===== src/chgsp_pkg.sv =====
//
// Contract
// - Voltage word drops bits three to zero
// - Voltage request above 19.200V clamps there
// - Voltage below 1.024V gives zero, stops
// - Reset clears both; charger off until written
// - Voltage word in mV, bit 15 ignored
// - Voltage bits 4..14 weigh 16..16384 mV
// - Address 0x15 selects voltage set-point register
// - Reads return last stored word
// - Current word drops bits six to zero
// - Current request above 8.064A clamps there
// - Current below 128mA gives zero target
// - Current bits 7..12 weigh 128..4096 mA
// - Address 0x14 selects current set-point register
// - Battery low forces 128mA, word kept
// - Words move low byte first, high second
// - No set-point write in 175s ends charging
// - Enable needs current >0x007F, voltage >0x000F
//
package chgsp_pkg;

    // ------------------------------------------------------------
    // Register map
    // ------------------------------------------------------------
    localparam logic [7:0] ADDR_CURRENT = 8'h14;
    localparam logic [7:0] ADDR_VOLTAGE = 8'h15;
    localparam logic [15:0] RESET_CURRENT = 16'h0000;
    localparam logic [15:0] RESET_VOLTAGE = 16'h0000;
    localparam logic [7:0] UNMAPPED_READ = 8'h00;

    // ------------------------------------------------------------
    // Field layout and limits
    // ------------------------------------------------------------
    localparam int VOLT_LSB_POS = 4;
    localparam int VOLT_MSB_POS = 14;
    localparam int CURR_LSB_POS = 7;
    localparam int CURR_MSB_POS = 12;
    localparam int VOLT_STEP_MV = 16;
    localparam int VOLT_MAX_MV = 19200;
    localparam int VOLT_MIN_MV = 1024;
    localparam logic [10:0] VOLT_CODE_MAX = 11'(VOLT_MAX_MV / VOLT_STEP_MV);
    localparam logic [10:0] VOLT_CODE_MIN = 11'(VOLT_MIN_MV / VOLT_STEP_MV);
    localparam logic [5:0] CURR_CODE_MAX = 6'h3f;
    localparam logic [5:0] CURR_FOLD_CODE = 6'h01;
    localparam logic [15:0] CURR_EN_MIN = 16'h007f;
    localparam logic [15:0] VOLT_EN_MIN = 16'h000f;

    // ------------------------------------------------------------
    // Timing
    // ------------------------------------------------------------
    localparam longint unsigned CLK_HZ = 100_000_000;
    localparam longint unsigned TIMEOUT_S = 175;
    localparam longint unsigned TIMEOUT_CYCLES = TIMEOUT_S * CLK_HZ;

    // ------------------------------------------------------------
    // Types
    // ------------------------------------------------------------
    typedef struct packed {
        logic [10:0] voltage_dac_bits;
        logic [5:0] current_dac_bits;
    } chgsp_dac_t;

endpackage : chgsp_pkg


===== src/chgsp_top.sv =====
module chgsp_top #(
    parameter longint unsigned TIMEOUT_CYCLES = chgsp_pkg::TIMEOUT_CYCLES
) (
    input wire logic clk,
    input wire logic reset_n,
    input wire logic host_addr_valid,
    input wire logic [7:0] host_addr,
    input wire logic host_wr_valid,
    input wire logic [7:0] host_wr_byte,
    input wire logic host_stop,
    input wire logic host_rd_req,
    output logic host_rd_valid,
    output logic [7:0] host_rd_data,
    input wire logic batt_low,
    input wire logic batt_recovered,
    output chgsp_pkg::chgsp_dac_t dac,
    output logic charge_enable,
    output logic foldback_active,
    output logic timed_out
);

    // ------------------------------------------------------------
    // Reset release
    // ------------------------------------------------------------
    logic rst_meta;
    logic rst_n;

    always_ff @(posedge clk or negedge reset_n)
    begin
        if (!reset_n)
        begin
            rst_meta <= 1'b0;
            rst_n <= 1'b0;
        end
        else
        begin
            rst_meta <= 1'b1;
            rst_n <= rst_meta;
        end
    end

    // ------------------------------------------------------------
    // Byte assembly
    // ------------------------------------------------------------
    logic [7:0] reg_addr;
    logic [1:0] byte_cnt;
    logic [7:0] low_byte;
    logic commit;
    logic commit_cur;
    logic commit_volt;

    assign commit = host_stop && (byte_cnt == 2'h2);
    assign commit_cur = commit && (reg_addr == chgsp_pkg::ADDR_CURRENT);
    assign commit_volt = commit && (reg_addr == chgsp_pkg::ADDR_VOLTAGE);

    always_ff @(posedge clk or negedge rst_n)
    begin
        if (!rst_n)
            reg_addr <= 8'h00;
        else if (host_addr_valid)
            reg_addr <= host_addr;
    end

    // A third data byte spoils the transfer; one register per write
    always_ff @(posedge clk or negedge rst_n)
    begin
        if (!rst_n)
            byte_cnt <= 2'h0;
        else if (host_addr_valid || host_stop)
            byte_cnt <= 2'h0;
        else if (host_wr_valid && byte_cnt != 2'h3)
            byte_cnt <= byte_cnt + 2'h1;
    end

    always_ff @(posedge clk or negedge rst_n)
    begin
        if (!rst_n)
            low_byte <= 8'h00;
        else if (host_wr_valid && byte_cnt == 2'h0)
            low_byte <= host_wr_byte;
    end

    // High byte is held until the stop closes the transfer
    logic [7:0] high_byte;

    always_ff @(posedge clk or negedge rst_n)
    begin
        if (!rst_n)
            high_byte <= 8'h00;
        else if (host_wr_valid && byte_cnt == 2'h1)
            high_byte <= host_wr_byte;
    end

    logic [15:0] word_in;
    assign word_in = {high_byte, low_byte};

    // ------------------------------------------------------------
    // Set-point registers
    // ------------------------------------------------------------
    logic [15:0] target_cell_flow;
    logic [15:0] target_cell_potential;
    logic cur_written;
    logic volt_written;

    always_ff @(posedge clk or negedge rst_n)
    begin
        if (!rst_n)
            target_cell_flow <= chgsp_pkg::RESET_CURRENT;
        else if (commit_cur)
            target_cell_flow <= word_in;
    end

    always_ff @(posedge clk or negedge rst_n)
    begin
        if (!rst_n)
            target_cell_potential <= chgsp_pkg::RESET_VOLTAGE;
        else if (commit_volt)
            target_cell_potential <= word_in;
    end

    always_ff @(posedge clk or negedge rst_n)
    begin
        if (!rst_n)
        begin
            cur_written <= 1'b0;
            volt_written <= 1'b0;
        end
        else
        begin
            if (commit_cur)
                cur_written <= 1'b1;
            if (commit_volt)
                volt_written <= 1'b1;
        end
    end

    // ------------------------------------------------------------
    // Read-back
    // ------------------------------------------------------------
    logic rd_high;
    logic [15:0] rd_word;

    always_comb
    begin
        unique case (reg_addr)
            chgsp_pkg::ADDR_CURRENT: rd_word = target_cell_flow;
            chgsp_pkg::ADDR_VOLTAGE: rd_word = target_cell_potential;
            default: rd_word = {chgsp_pkg::UNMAPPED_READ, chgsp_pkg::UNMAPPED_READ};
        endcase
    end

    always_ff @(posedge clk or negedge rst_n)
    begin
        if (!rst_n)
            rd_high <= 1'b0;
        else if (host_addr_valid || host_stop)
            rd_high <= 1'b0;
        else if (host_rd_req)
            rd_high <= !rd_high;
    end

    always_ff @(posedge clk or negedge rst_n)
    begin
        if (!rst_n)
        begin
            host_rd_valid <= 1'b0;
            host_rd_data <= 8'h00;
        end
        else
        begin
            host_rd_valid <= host_rd_req;
            if (host_rd_req)
                host_rd_data <= rd_high ? rd_word[15:8] : rd_word[7:0];
        end
    end

    // ------------------------------------------------------------
    // Low-battery foldback
    // ------------------------------------------------------------
    always_ff @(posedge clk or negedge rst_n)
    begin
        if (!rst_n)
            foldback_active <= 1'b0;
        else if (batt_low)
            foldback_active <= 1'b1;
        else if (batt_recovered)
            foldback_active <= 1'b0;
    end

    // ------------------------------------------------------------
    // Write watchdog
    // ------------------------------------------------------------
    logic [35:0] idle_cnt;
    logic [35:0] idle_last;

    assign idle_last = 36'(TIMEOUT_CYCLES - 64'd1);

    always_ff @(posedge clk or negedge rst_n)
    begin
        if (!rst_n)
            idle_cnt <= 36'h0;
        else if (commit_cur || commit_volt)
            idle_cnt <= 36'h0;
        else if (!timed_out)
            idle_cnt <= idle_cnt + 36'h1;
    end

    // A write in the expiry cycle wins and keeps charging alive
    always_ff @(posedge clk or negedge rst_n)
    begin
        if (!rst_n)
            timed_out <= 1'b0;
        else if (commit_cur || commit_volt)
            timed_out <= 1'b0;
        else if (idle_cnt == idle_last)
            timed_out <= 1'b1;
    end

    // ------------------------------------------------------------
    // Decode and enable
    // ------------------------------------------------------------
    logic [10:0] next_volt_code;
    logic [5:0] next_curr_code;
    logic next_enable;

    chgsp_volt_decode u_volt (
        .target_cell_potential(target_cell_potential),
        .voltage_dac_bits(next_volt_code)
    );

    chgsp_curr_decode u_curr (
        .target_cell_flow(target_cell_flow),
        .foldback(foldback_active),
        .current_dac_bits(next_curr_code)
    );

    assign next_enable = cur_written && volt_written && !timed_out
        && (target_cell_flow > chgsp_pkg::CURR_EN_MIN)
        && (target_cell_potential > chgsp_pkg::VOLT_EN_MIN)
        && (next_volt_code != 11'h000);

    always_ff @(posedge clk or negedge rst_n)
    begin
        if (!rst_n)
        begin
            dac <= '0;
            charge_enable <= 1'b0;
        end
        else
        begin
            dac.voltage_dac_bits <= next_volt_code;
            dac.current_dac_bits <= next_curr_code;
            charge_enable <= next_enable;
        end
    end
endmodule : chgsp_top


===== src/chgsp_volt_decode.sv =====
module chgsp_volt_decode (
    input wire logic [15:0] target_cell_potential,
    output logic [10:0] voltage_dac_bits
);

    // ------------------------------------------------------------
    // Word to DAC code
    // ------------------------------------------------------------
    function automatic logic [10:0] chgsp_volt_code(input logic [15:0] word);
        logic [10:0] raw;
        raw = word[chgsp_pkg::VOLT_MSB_POS:chgsp_pkg::VOLT_LSB_POS];
        if (raw > chgsp_pkg::VOLT_CODE_MAX)
            return chgsp_pkg::VOLT_CODE_MAX;
        else if (raw < chgsp_pkg::VOLT_CODE_MIN)
            return 11'h000;
        else
            return raw;
    endfunction : chgsp_volt_code

    assign voltage_dac_bits = chgsp_volt_code(target_cell_potential);

endmodule : chgsp_volt_decode


===== src/chgsp_curr_decode.sv =====
module chgsp_curr_decode (
    input wire logic [15:0] target_cell_flow,
    input wire logic foldback,
    output logic [5:0] current_dac_bits
);

    // ------------------------------------------------------------
    // Word to DAC code
    // ------------------------------------------------------------
    function automatic logic [5:0] chgsp_curr_code(input logic [15:0] word);
        // Bits above the field still request more than full scale
        if (word[15:chgsp_pkg::CURR_MSB_POS + 1] != 3'h0)
            return chgsp_pkg::CURR_CODE_MAX;
        else
            return word[chgsp_pkg::CURR_MSB_POS:chgsp_pkg::CURR_LSB_POS];
    endfunction : chgsp_curr_code

    // Foldback overrides the target only; the stored word is untouched
    assign current_dac_bits = foldback ? chgsp_pkg::CURR_FOLD_CODE
                                       : chgsp_curr_code(target_cell_flow);

endmodule : chgsp_curr_decode


===== config.mk =====
export PLATFORM = sky130hd
export DESIGN_NAME = chgsp_top
export DESIGN_NICKNAME = d
export VERILOG_FILES = /design/src/chgsp_pkg.sv /design/src/chgsp_top.sv /design/src/chgsp_volt_decode.sv /design/src/chgsp_curr_decode.sv
export SDC_FILE = /design/constraint.sdc
export NUM_CORES = 1
export LEC_CHECK = 0
export BUFFER_PORTS_ARGS = -buffer_cell sky130_fd_sc_hd__buf_4
export CAP_MARGIN = 10
export CELL_PAD_IN_SITES_DETAIL_PLACEMENT = 1
export CELL_PAD_IN_SITES_GLOBAL_PLACEMENT = 1
export CORE_MARGIN = 2
export CORE_UTILIZATION = 48
export DETAILED_ROUTE_END_ITERATION = 10
export GPL_TIMING_DRIVEN = 0
export PLACE_DENSITY = 0.79
export REMOVE_ABC_BUFFERS = 1
export SYNTH_ARGS = -nofsm -noshare
export SYNTH_HDL_FRONTEND = slang
export SYNTH_SLANG_ARGS = --single-unit

===== constraint.sdc =====
create_clock -name clk -period 5.55 [get_ports clk]
set_input_delay 0.2775 -clock clk [delete_from_list [all_inputs] [get_ports clk]]
set_output_delay 0.2775 -clock clk [all_outputs]
set_load 0.01 [all_outputs]

Word-level counts from Yosys, hierarchy flattened --
Index checks and enable logic that the tools add are counted. Widths: inputs -> output; s select.
Storage, ports and cells: register bits 128, input bits 24, output and inout bits 29, word-level logic and storage cells 70
Operators by class: add/sub/neg operators 2, order comparisons 4, eq/ne operators 7, muxes and demuxes 16, reductions and logical operators 22
Operator list (number):
- $mux 36 | 2
- $add 36x1->36 const B | 1
- $eq 36x35->1 const B | 1
- $pmux 16 s2 | 1
- $mux 11 | 2
- $eq 8x5->1 const B | 2
- $gt 16x4->1 const B | 1
- $gt 16x7->1 const B | 1
- $mux 6 | 2
- $gt 11x11->1 const B | 1
- $logic_and 1x1->1 | 11
- $lt 11x7->1 const B | 1
- $reduce_bool 11->1 | 1
- $mux 8 | 1
- $reduce_bool 2->1 | 4
- $mux 1 | 6
- $mux 2 | 2
- $reduce_bool 3->1 | 1
- $add 2x1->2 const B | 1
- $eq 2x1->1 const B | 1
- $eq 2x2->1 const B | 1
- $logic_not 1->1 | 2
- $logic_not 2->1 | 1
- $logic_or 1x1->1 | 2
- other kinds (2) | 2

Depth between registers and ports, before layout --
Gate-level depths: netlist of run 1.
depth after elaboration 5, depth in mapped cells 7, mapped depth without buffers 6

Hierarchy --
Synthesis of run 1 repeated with hierarchy kept, for this count alone.
Second synthesis, totals: cells, all modules 474, area total of the unflattened synthesis 5733.0 sq um
Modules (own cells, without submodules):
- chgsp_top | times used 1, cells an instance 438, area an instance 5536.6 sq um, seq. area each 3203.1 sq um
- chgsp_volt_decode | times used 1, cells an instance 23, area an instance 137.6 sq um, seq. area each 0.0 sq um
- chgsp_curr_decode | times used 1, cells an instance 13, area an instance 58.8 sq um, seq. area each 0.0 sq um

Worst setup path after synthesis of run 1 --
Ideal clock, no wire load.
kind reg-to-reg, start point register timed_out, end point register idle_cnt[32], library setup time 0.078 ns, arrival time 1.892 ns, path slack 3.579 ns, stages on the path, launching flop included 7, cell sequence dfrtp_1 > buf_6 > nand2b_4 > or4_4 > buf_6 > or4_1 > a21oi_1
Between the ends: word-level cells in the longest chain between the ends 1
Ends and longest elaborated chain:
- start: declaration | line chgsp_top.sv:19 | output logic timed_out
- start signal: assignment | line chgsp_top.sv:212 | timed_out <= 1'b0;
- start signal: assignment | line chgsp_top.sv:214 | timed_out <= 1'b0;
- start signal: assignment | line chgsp_top.sv:216 | timed_out <= 1'b1;
- $ne 2x1->1 (no line)
- end signal: assignment | line chgsp_top.sv:205 | idle_cnt <= idle_cnt + 36'h1;
- end: declaration | line chgsp_top.sv:193 | logic [35:0] idle_cnt;
No other way between the ends. A chain may end at the register's enable or synchronous reset.

Worst setup path in the final report of run 1 --
start point register reg_addr[0], end point register target_cell_potential[12]
Between the ends: word-level cells in the longest chain between the ends 2
Ends and longest elaborated chain:
- start: declaration | line chgsp_top.sv:45 | logic [7:0] reg_addr;
- start signal: assignment | line chgsp_top.sv:61 | reg_addr <= host_addr;
- $eq 8x5->1 | line chgsp_top.sv:54 | assign commit_volt = commit && (reg_addr == chgsp_pkg::ADDR_VOLTAGE);
- $logic_and 1x1->1 | line chgsp_top.sv:54
- end signal: assignment | line chgsp_top.sv:116 | target_cell_potential <= chgsp_pkg::RESET_VOLTAGE;
- end signal: assignment | line chgsp_top.sv:118 | target_cell_potential <= word_in;
- end: declaration | line chgsp_top.sv:101 | logic [15:0] target_cell_potential;
No other way between the ends.

==> results of run 1 <==
==> metrics by stage <==
step | total power [mW] | instances | hold WS [ns]
final | 2.448 | 681 | 0.04653
after global routing | 2.557 | 681 | 0.04443
after CTS | 2.469 | 681 | 0.02394
after detailed placement | 1.367 | 648 | 0.06285
after global placement | 1.340 | 645 | 0.06096
after floorplan | 1.261 | 450 | -0.01809
==> logic make-up (layout without fill, tap and decap cells) <==
| kind of cell | Yosys count | count (layout) | synth area share (%) |
|---|---|---|---|
| compound gates | 62 | 62 | 6.980 |
| xor+xnor | 16 | 16 | 2.451 |
| fa+ha+maj | 5 | 5 | 1.094 |
| buf+inv | 32 | 96 | 2.473 |
| flops | 128 | 128 | 56.02 |
| mux | 73 | 73 | 14.22 |
| other cells | 1 | 1 | 0.06558 |
| simple gates | 157 | 157 | 16.70 |
==> state kept, by name (all words and copies together) (netlist names), 2 cells and up <==
name                   cells
high_byte                  8
low_byte                   8
host_rd_data               8
dac                       17
byte_cnt                   2
target_cell_flow          16
reg_addr                   8
target_cell_potential     16
idle_cnt                  36
==> how the worst max path moves through the flow <==
stage / end / cells past startpoint / slack, ns
floorplan: byte_cnt[0] / 0 / 1.72
global placement: reg_addr[5] / 0 / 0.35
detailed placement: target_cell_potential[5] / 2 / 2.72
CTS: target_cell_potential[12] / 2 / 2.68
global route: target_cell_potential[5] / 2 / 2.49
finish: target_cell_potential[12] / 2 / 2.62
==> layer usage <==
metal,routed length (um),part of all wire [%],track usage (%),vias up
met5,0,0,0,-
met4,284,2.0,10.00,0
met3,528,3.6,6.052,24
met2,7284,50,40.56,83
met1,6466,44,32.89,2078
li1,-,-,-,1847
==> Yosys cell counts (11+ instances only) <==
cell	instances
dfrtp_1	128
mux2_2	56
nor2_1	28
a21oi_1	25
or4_1	19
nand4_1	18
clkbuf_1	17
nand2_1	17
mux2i_1	16
o31ai_1	14
nand3_1	11
==> worst register-to-register path, stage by stage (launching register included) <==
cell	delay, ns
dfrtp_1	1.03
nand4_1	1.13
mux2_2	0.64
==> where the power goes <==
part | switching [mW] | internal, mW | total [mW]
clock network | 0.406 | 0.680 | 1.09
registers | 0.0954 | 0.998 | 1.09
logic | 0.151 | 0.118 | 0.269
total | 0.652 | 1.80 | 2.45
==> area by class of cell <==
cell class / instances / area [sq um] / area share (%)
multi-input combinational: 314 / 2374 / 34.66
inverter: 8 / 30.03 / 0.4385
clock buffer: 22 / 464.2 / 6.779
timing repair buffer: 56 / 483.0 / 7.053
tap: 143 / 178.9 / 2.613
clock inverter: 10 / 111.4 / 1.626
sequential: 128 / 3207 / 46.83
==> out/results.txt, run 1 <==
WP data required - 5.85 ns
CP arrival - 3.23 ns
synthesized cell area - 5718 sq um
FF+latch count, synth - 128
Root Driver - clkbuf_16
hold_buf cts - 1
RR Endpoint - target_cell_potential[12]
Layout area overhead - 19.76%
status - finished with violations
Max clock buf depth - 2
core region area - 11520 sq um
PostCTS Resize Cnt - 0
final hold violation count - 0
number of I/O port buffers - 52
Worst Reg-to-Reg Cells - 2
Post-synth EDFFs - 0
full die area - 12800 sq um
H-tree depth - 4
Netlist cell types - 49
ant diodes - 0
post-CTS setup buffer count - 0
number of fill cells - 1166
grt total ovfl - 0
RSZ-0062 raised after global routing - false
DRC errors left - 3
first-pass GRT wire length - 24.50 mm
Setup Viol. Count Final - 0
fin area - 6848 sq um
Worst path max stage delay - 1.12 ns
Skew-Pair Late Insertion Delay - 0.43 ns
1st-iter DRT viols - 238
share of cells above drive strength 1 - 28.62%
routability cong. - 0.7942
Yosys warnings - 0
Row Count - 39
initial antenna violation count - 0
Max VDD drop - 0.0002661 V
drt first pass iters - 7
Layout Skew - 0.01229 ns
failing checks - DRC
Worst Hold End - foldback_active
width of the chip - 113.1 um
CTS tree - yes
vias in the first global route - 4528
minimum clock period - 2.927 ns
cts bufs inserted - 17
slew margin rel. - 24.67%
HP Start - batt_low
CP cell instances - nand4_1 -> mux2_2
Least-Margin Pin Slew - 1.127 ns
Post-Route WL - 14.56 mm
commonest non-fill, non-tap cell in the layout - dfrtp_1
Synth Area per Inst - 12.06 sq um
Final Util - 59.46%
Final TNS setup - 0 ns
Post-Place Cell Area - 6262 sq um
largest net degree at the start of global routing - 47
gr usage total - 25.11%
critical path buffer and inverter count - 0
Worst Hold Class - in -> reg
hold depth - 2
post-route ant nets - 0
Critical Path Start - reg_addr[0]
Worst path top cell family by delay - simple AND/OR/NAND/NOR gates
max-cap viol count - 0
final max-slew violation count - 0
top post-synthesis cells by area - dfrtp_1 56%, mux2_2 11%, mux2i_1 2.8%
reg2reg setup slack - 2.62 ns
sequential-to-total area share from yosys stat - 56.02%
Critical-path top delay cell - nand4_1
CTS sink count - 128
f_max - 341.6 MHz
most common flop cell mapped by yosys - dfrtp_1
share of the synthesized area in the top cell type - 56.02%
CP Capture Type - flop
IO Count - 53
PD cells - 357.6 nW/um^2
final worst-path cycle share - 52.75%
final worst slack - 2.623 ns
nets@finish - 554
Vias per Instance - 5.921
Async SR Flop Fraction - 100.0%
via count - 4032
most frequent cells in the layout - 127 x dfrtp_1, 56 x mux2_2, 52 x buf_4
worst-path fanout max - 18
Startpoint Class - flop
final HPWL from detailed placement - 9.397 mm
Clock transition at path regs - 0.06 ns
pre-CTS WS - 2.716 ns
Die Y - 113.1 um
R2R Path Start - reg_addr[0]
Initial Utilization - 49.65%
Pleak - 3.100 nW
post-synth top area cell - dfrtp_1
Mapped Cells - 474
WL/cell - 21.39 um
CP Class - reg -> reg
Note: power is estimated with default switching activity, not from simulation.
==> inputs of run 2 (changes only) <==
- clock period: 5.55 -> 2.9 ns (I/O delays scaled with it)
==> out/results.txt, run 2 (synthesis gave the netlist of run 1 again) <==
gr usage total - 25.85%
largest net degree at the start of global routing - 47
GRT met1 Usage - 33.17%
Row Count - 39
WL/cell - 21.40 um
share of cells above drive strength 1 - 27.63%
Initial Utilization - 49.65%
CP arrival - 2.75 ns
Pleak - 3.198 nW
Least-Margin Pin Slew - 1.012 ns
area of the multi-input gates - 2374 sq um
core region area - 11520 sq um
met2 GRT Util - 42.63%
Layout Cells excl Fill - 704
final worst-path cycle share - 84.40%
Die Y - 113.1 um
via count - 4176
Worst path max stage delay - 0.77 ns
drt first pass iters - 7
GR peak layer - met2
Pwr Total - 4.710 mW
CP Capture Type - flop
H-tree depth - 4
DRC errors left - 3
most frequent cells in the layout - 127 x dfrtp_1, 56 x mux2_2, 53 x buf_4
Critical-path top delay cell - nor2_2
Setup Viol. Count Final - 0
Post-Place Cell Area - 6262 sq um
FF+latch area - 3207 sq um
Max clock buf depth - 2
ant diodes - 0
CTS tree - yes
minimum clock period - 2.447 ns
number of fill cells - 1154
WP data required - 3.20 ns
Root Driver - clkbuf_16
commonest non-fill, non-tap cell in the layout - dfrtp_1
status - finished with violations
nets@finish - 577
max reg flops - 36
post-route ant nets - 0
width of the chip - 113.1 um
CP cell instances - nor4b_4 -> nand3_1 -> nor2_2 -> mux2_2
RSZ-0062 raised after global routing - false
Top Registers - idle_cnt (36), dac (17)
final max-slew violation count - 0
first-pass GRT wire length - 25.21 mm
slew margin rel. - 32.54%
grt total ovfl - 0
final HPWL from detailed placement - 9.397 mm
final hold violation count - 0
Layout area overhead - 23.74%
Vias per Instance - 5.932
placed cell count - 648
initial antenna violation count - 0
PD cells - 665.7 nW/um^2
routability cong. - 0.7942
f_max - 408.6 MHz
cts bufs inserted - 17
CTS sink count - 128
Final Util - 61.44%
vias in the first global route - 4677
GR Util met3 - 6.160%
register with the highest flop count - idle_cnt
number of I/O port buffers - 52
full die area - 12800 sq um
Worst Hold Class - in -> async
1st-iter DRT viols - 239
Clock transition at path regs - 0.06 ns
Max VDD drop - 0.0005172 V
PostCTS Resize Cnt - 0
Layout Skew - 0.01036 ns
Startpoint Class - flop
Skew-Pair Late Insertion Delay - 0.42 ns
failing checks - DRC
CP Class - reg -> reg
max-cap viol count - 0
fin area - 7076 sq um
Post-Route WL - 15.06 mm
IO Count - 53
worst-path fanout max - 17
run 2: critical path: cells and delay by family, from the launching register on:
family	cells	cell delay [ns]
multiplexers	1	0.43
flip-flops	1	0.40
AND/OR/NAND/NOR	3	1.47
run 2: path summary, 6_finish.rpt:
kind | from | endpoint | slack [ns] | depth (start not counted)
max | reg_addr[5] | target_cell_flow[11] | 0.45 | 4
min | reset_n | rst_n | 0.04 | 2
max reg2reg | reg_addr[5] | target_cell_flow[11] | 0.45 | 4
min reg2reg | rst_n | dac[14] | 0.31 | 0
max in group asynchronous | rst_n | reg_addr[2] | 1.71 | 2
min in group clk | host_wr_valid | byte_cnt[0] | 0.27 | 4
run 2: area by class of cell:
| cell class | count | share of cell area [%] |
|---|---|---|
| Inverter | 8 | 0.4244 |
| Multi-Input combinational cell | 314 | 33.55 |
| Tap cell | 143 | 2.529 |
| Sequential cell | 128 | 45.32 |
| Clock inverter | 10 | 1.574 |
| Timing Repair Buffer | 79 | 10.04 |
| Clock buffer | 22 | 6.561 |
run 2: metal layers:
metal / wire, um / up-vias
li1: - / 1903
met1: 6428 / 2143
met2: 7668 / 104
met3: 639 / 26
met4: 327 / 0
met5: 0 / -
run 2: timing repair:
action,4_1_cts,5_1_grt
setup buffers,0,1
endpoints found under the setup margin,0,16
endpoints found under the hold margin,30,0
hold buffers,23,0
run 2: power by group:
group	switching [mW]	leakage, nW	internal (mW)
clock	0.777	0.276	1.30
sequential	0.181	1.55	1.91
combinational	0.295	1.38	0.244
run 2: stage by stage:
stage | hold WS [ns] | setup TNS (ns) | setup WS, ns
2_1_floorplan | -0.1506 | -117.20 | -0.9302
3_3_place_gp | -0.07154 | -289.02 | -2.302
3_5_place_dp | -0.06965 | 0 | 0.06587
4_1_cts | 0.02340 | 0 | 0.03359
5_1_grt | 0.03219 | 0 | 0.3411
6_report | 0.04233 | 0 | 0.4525
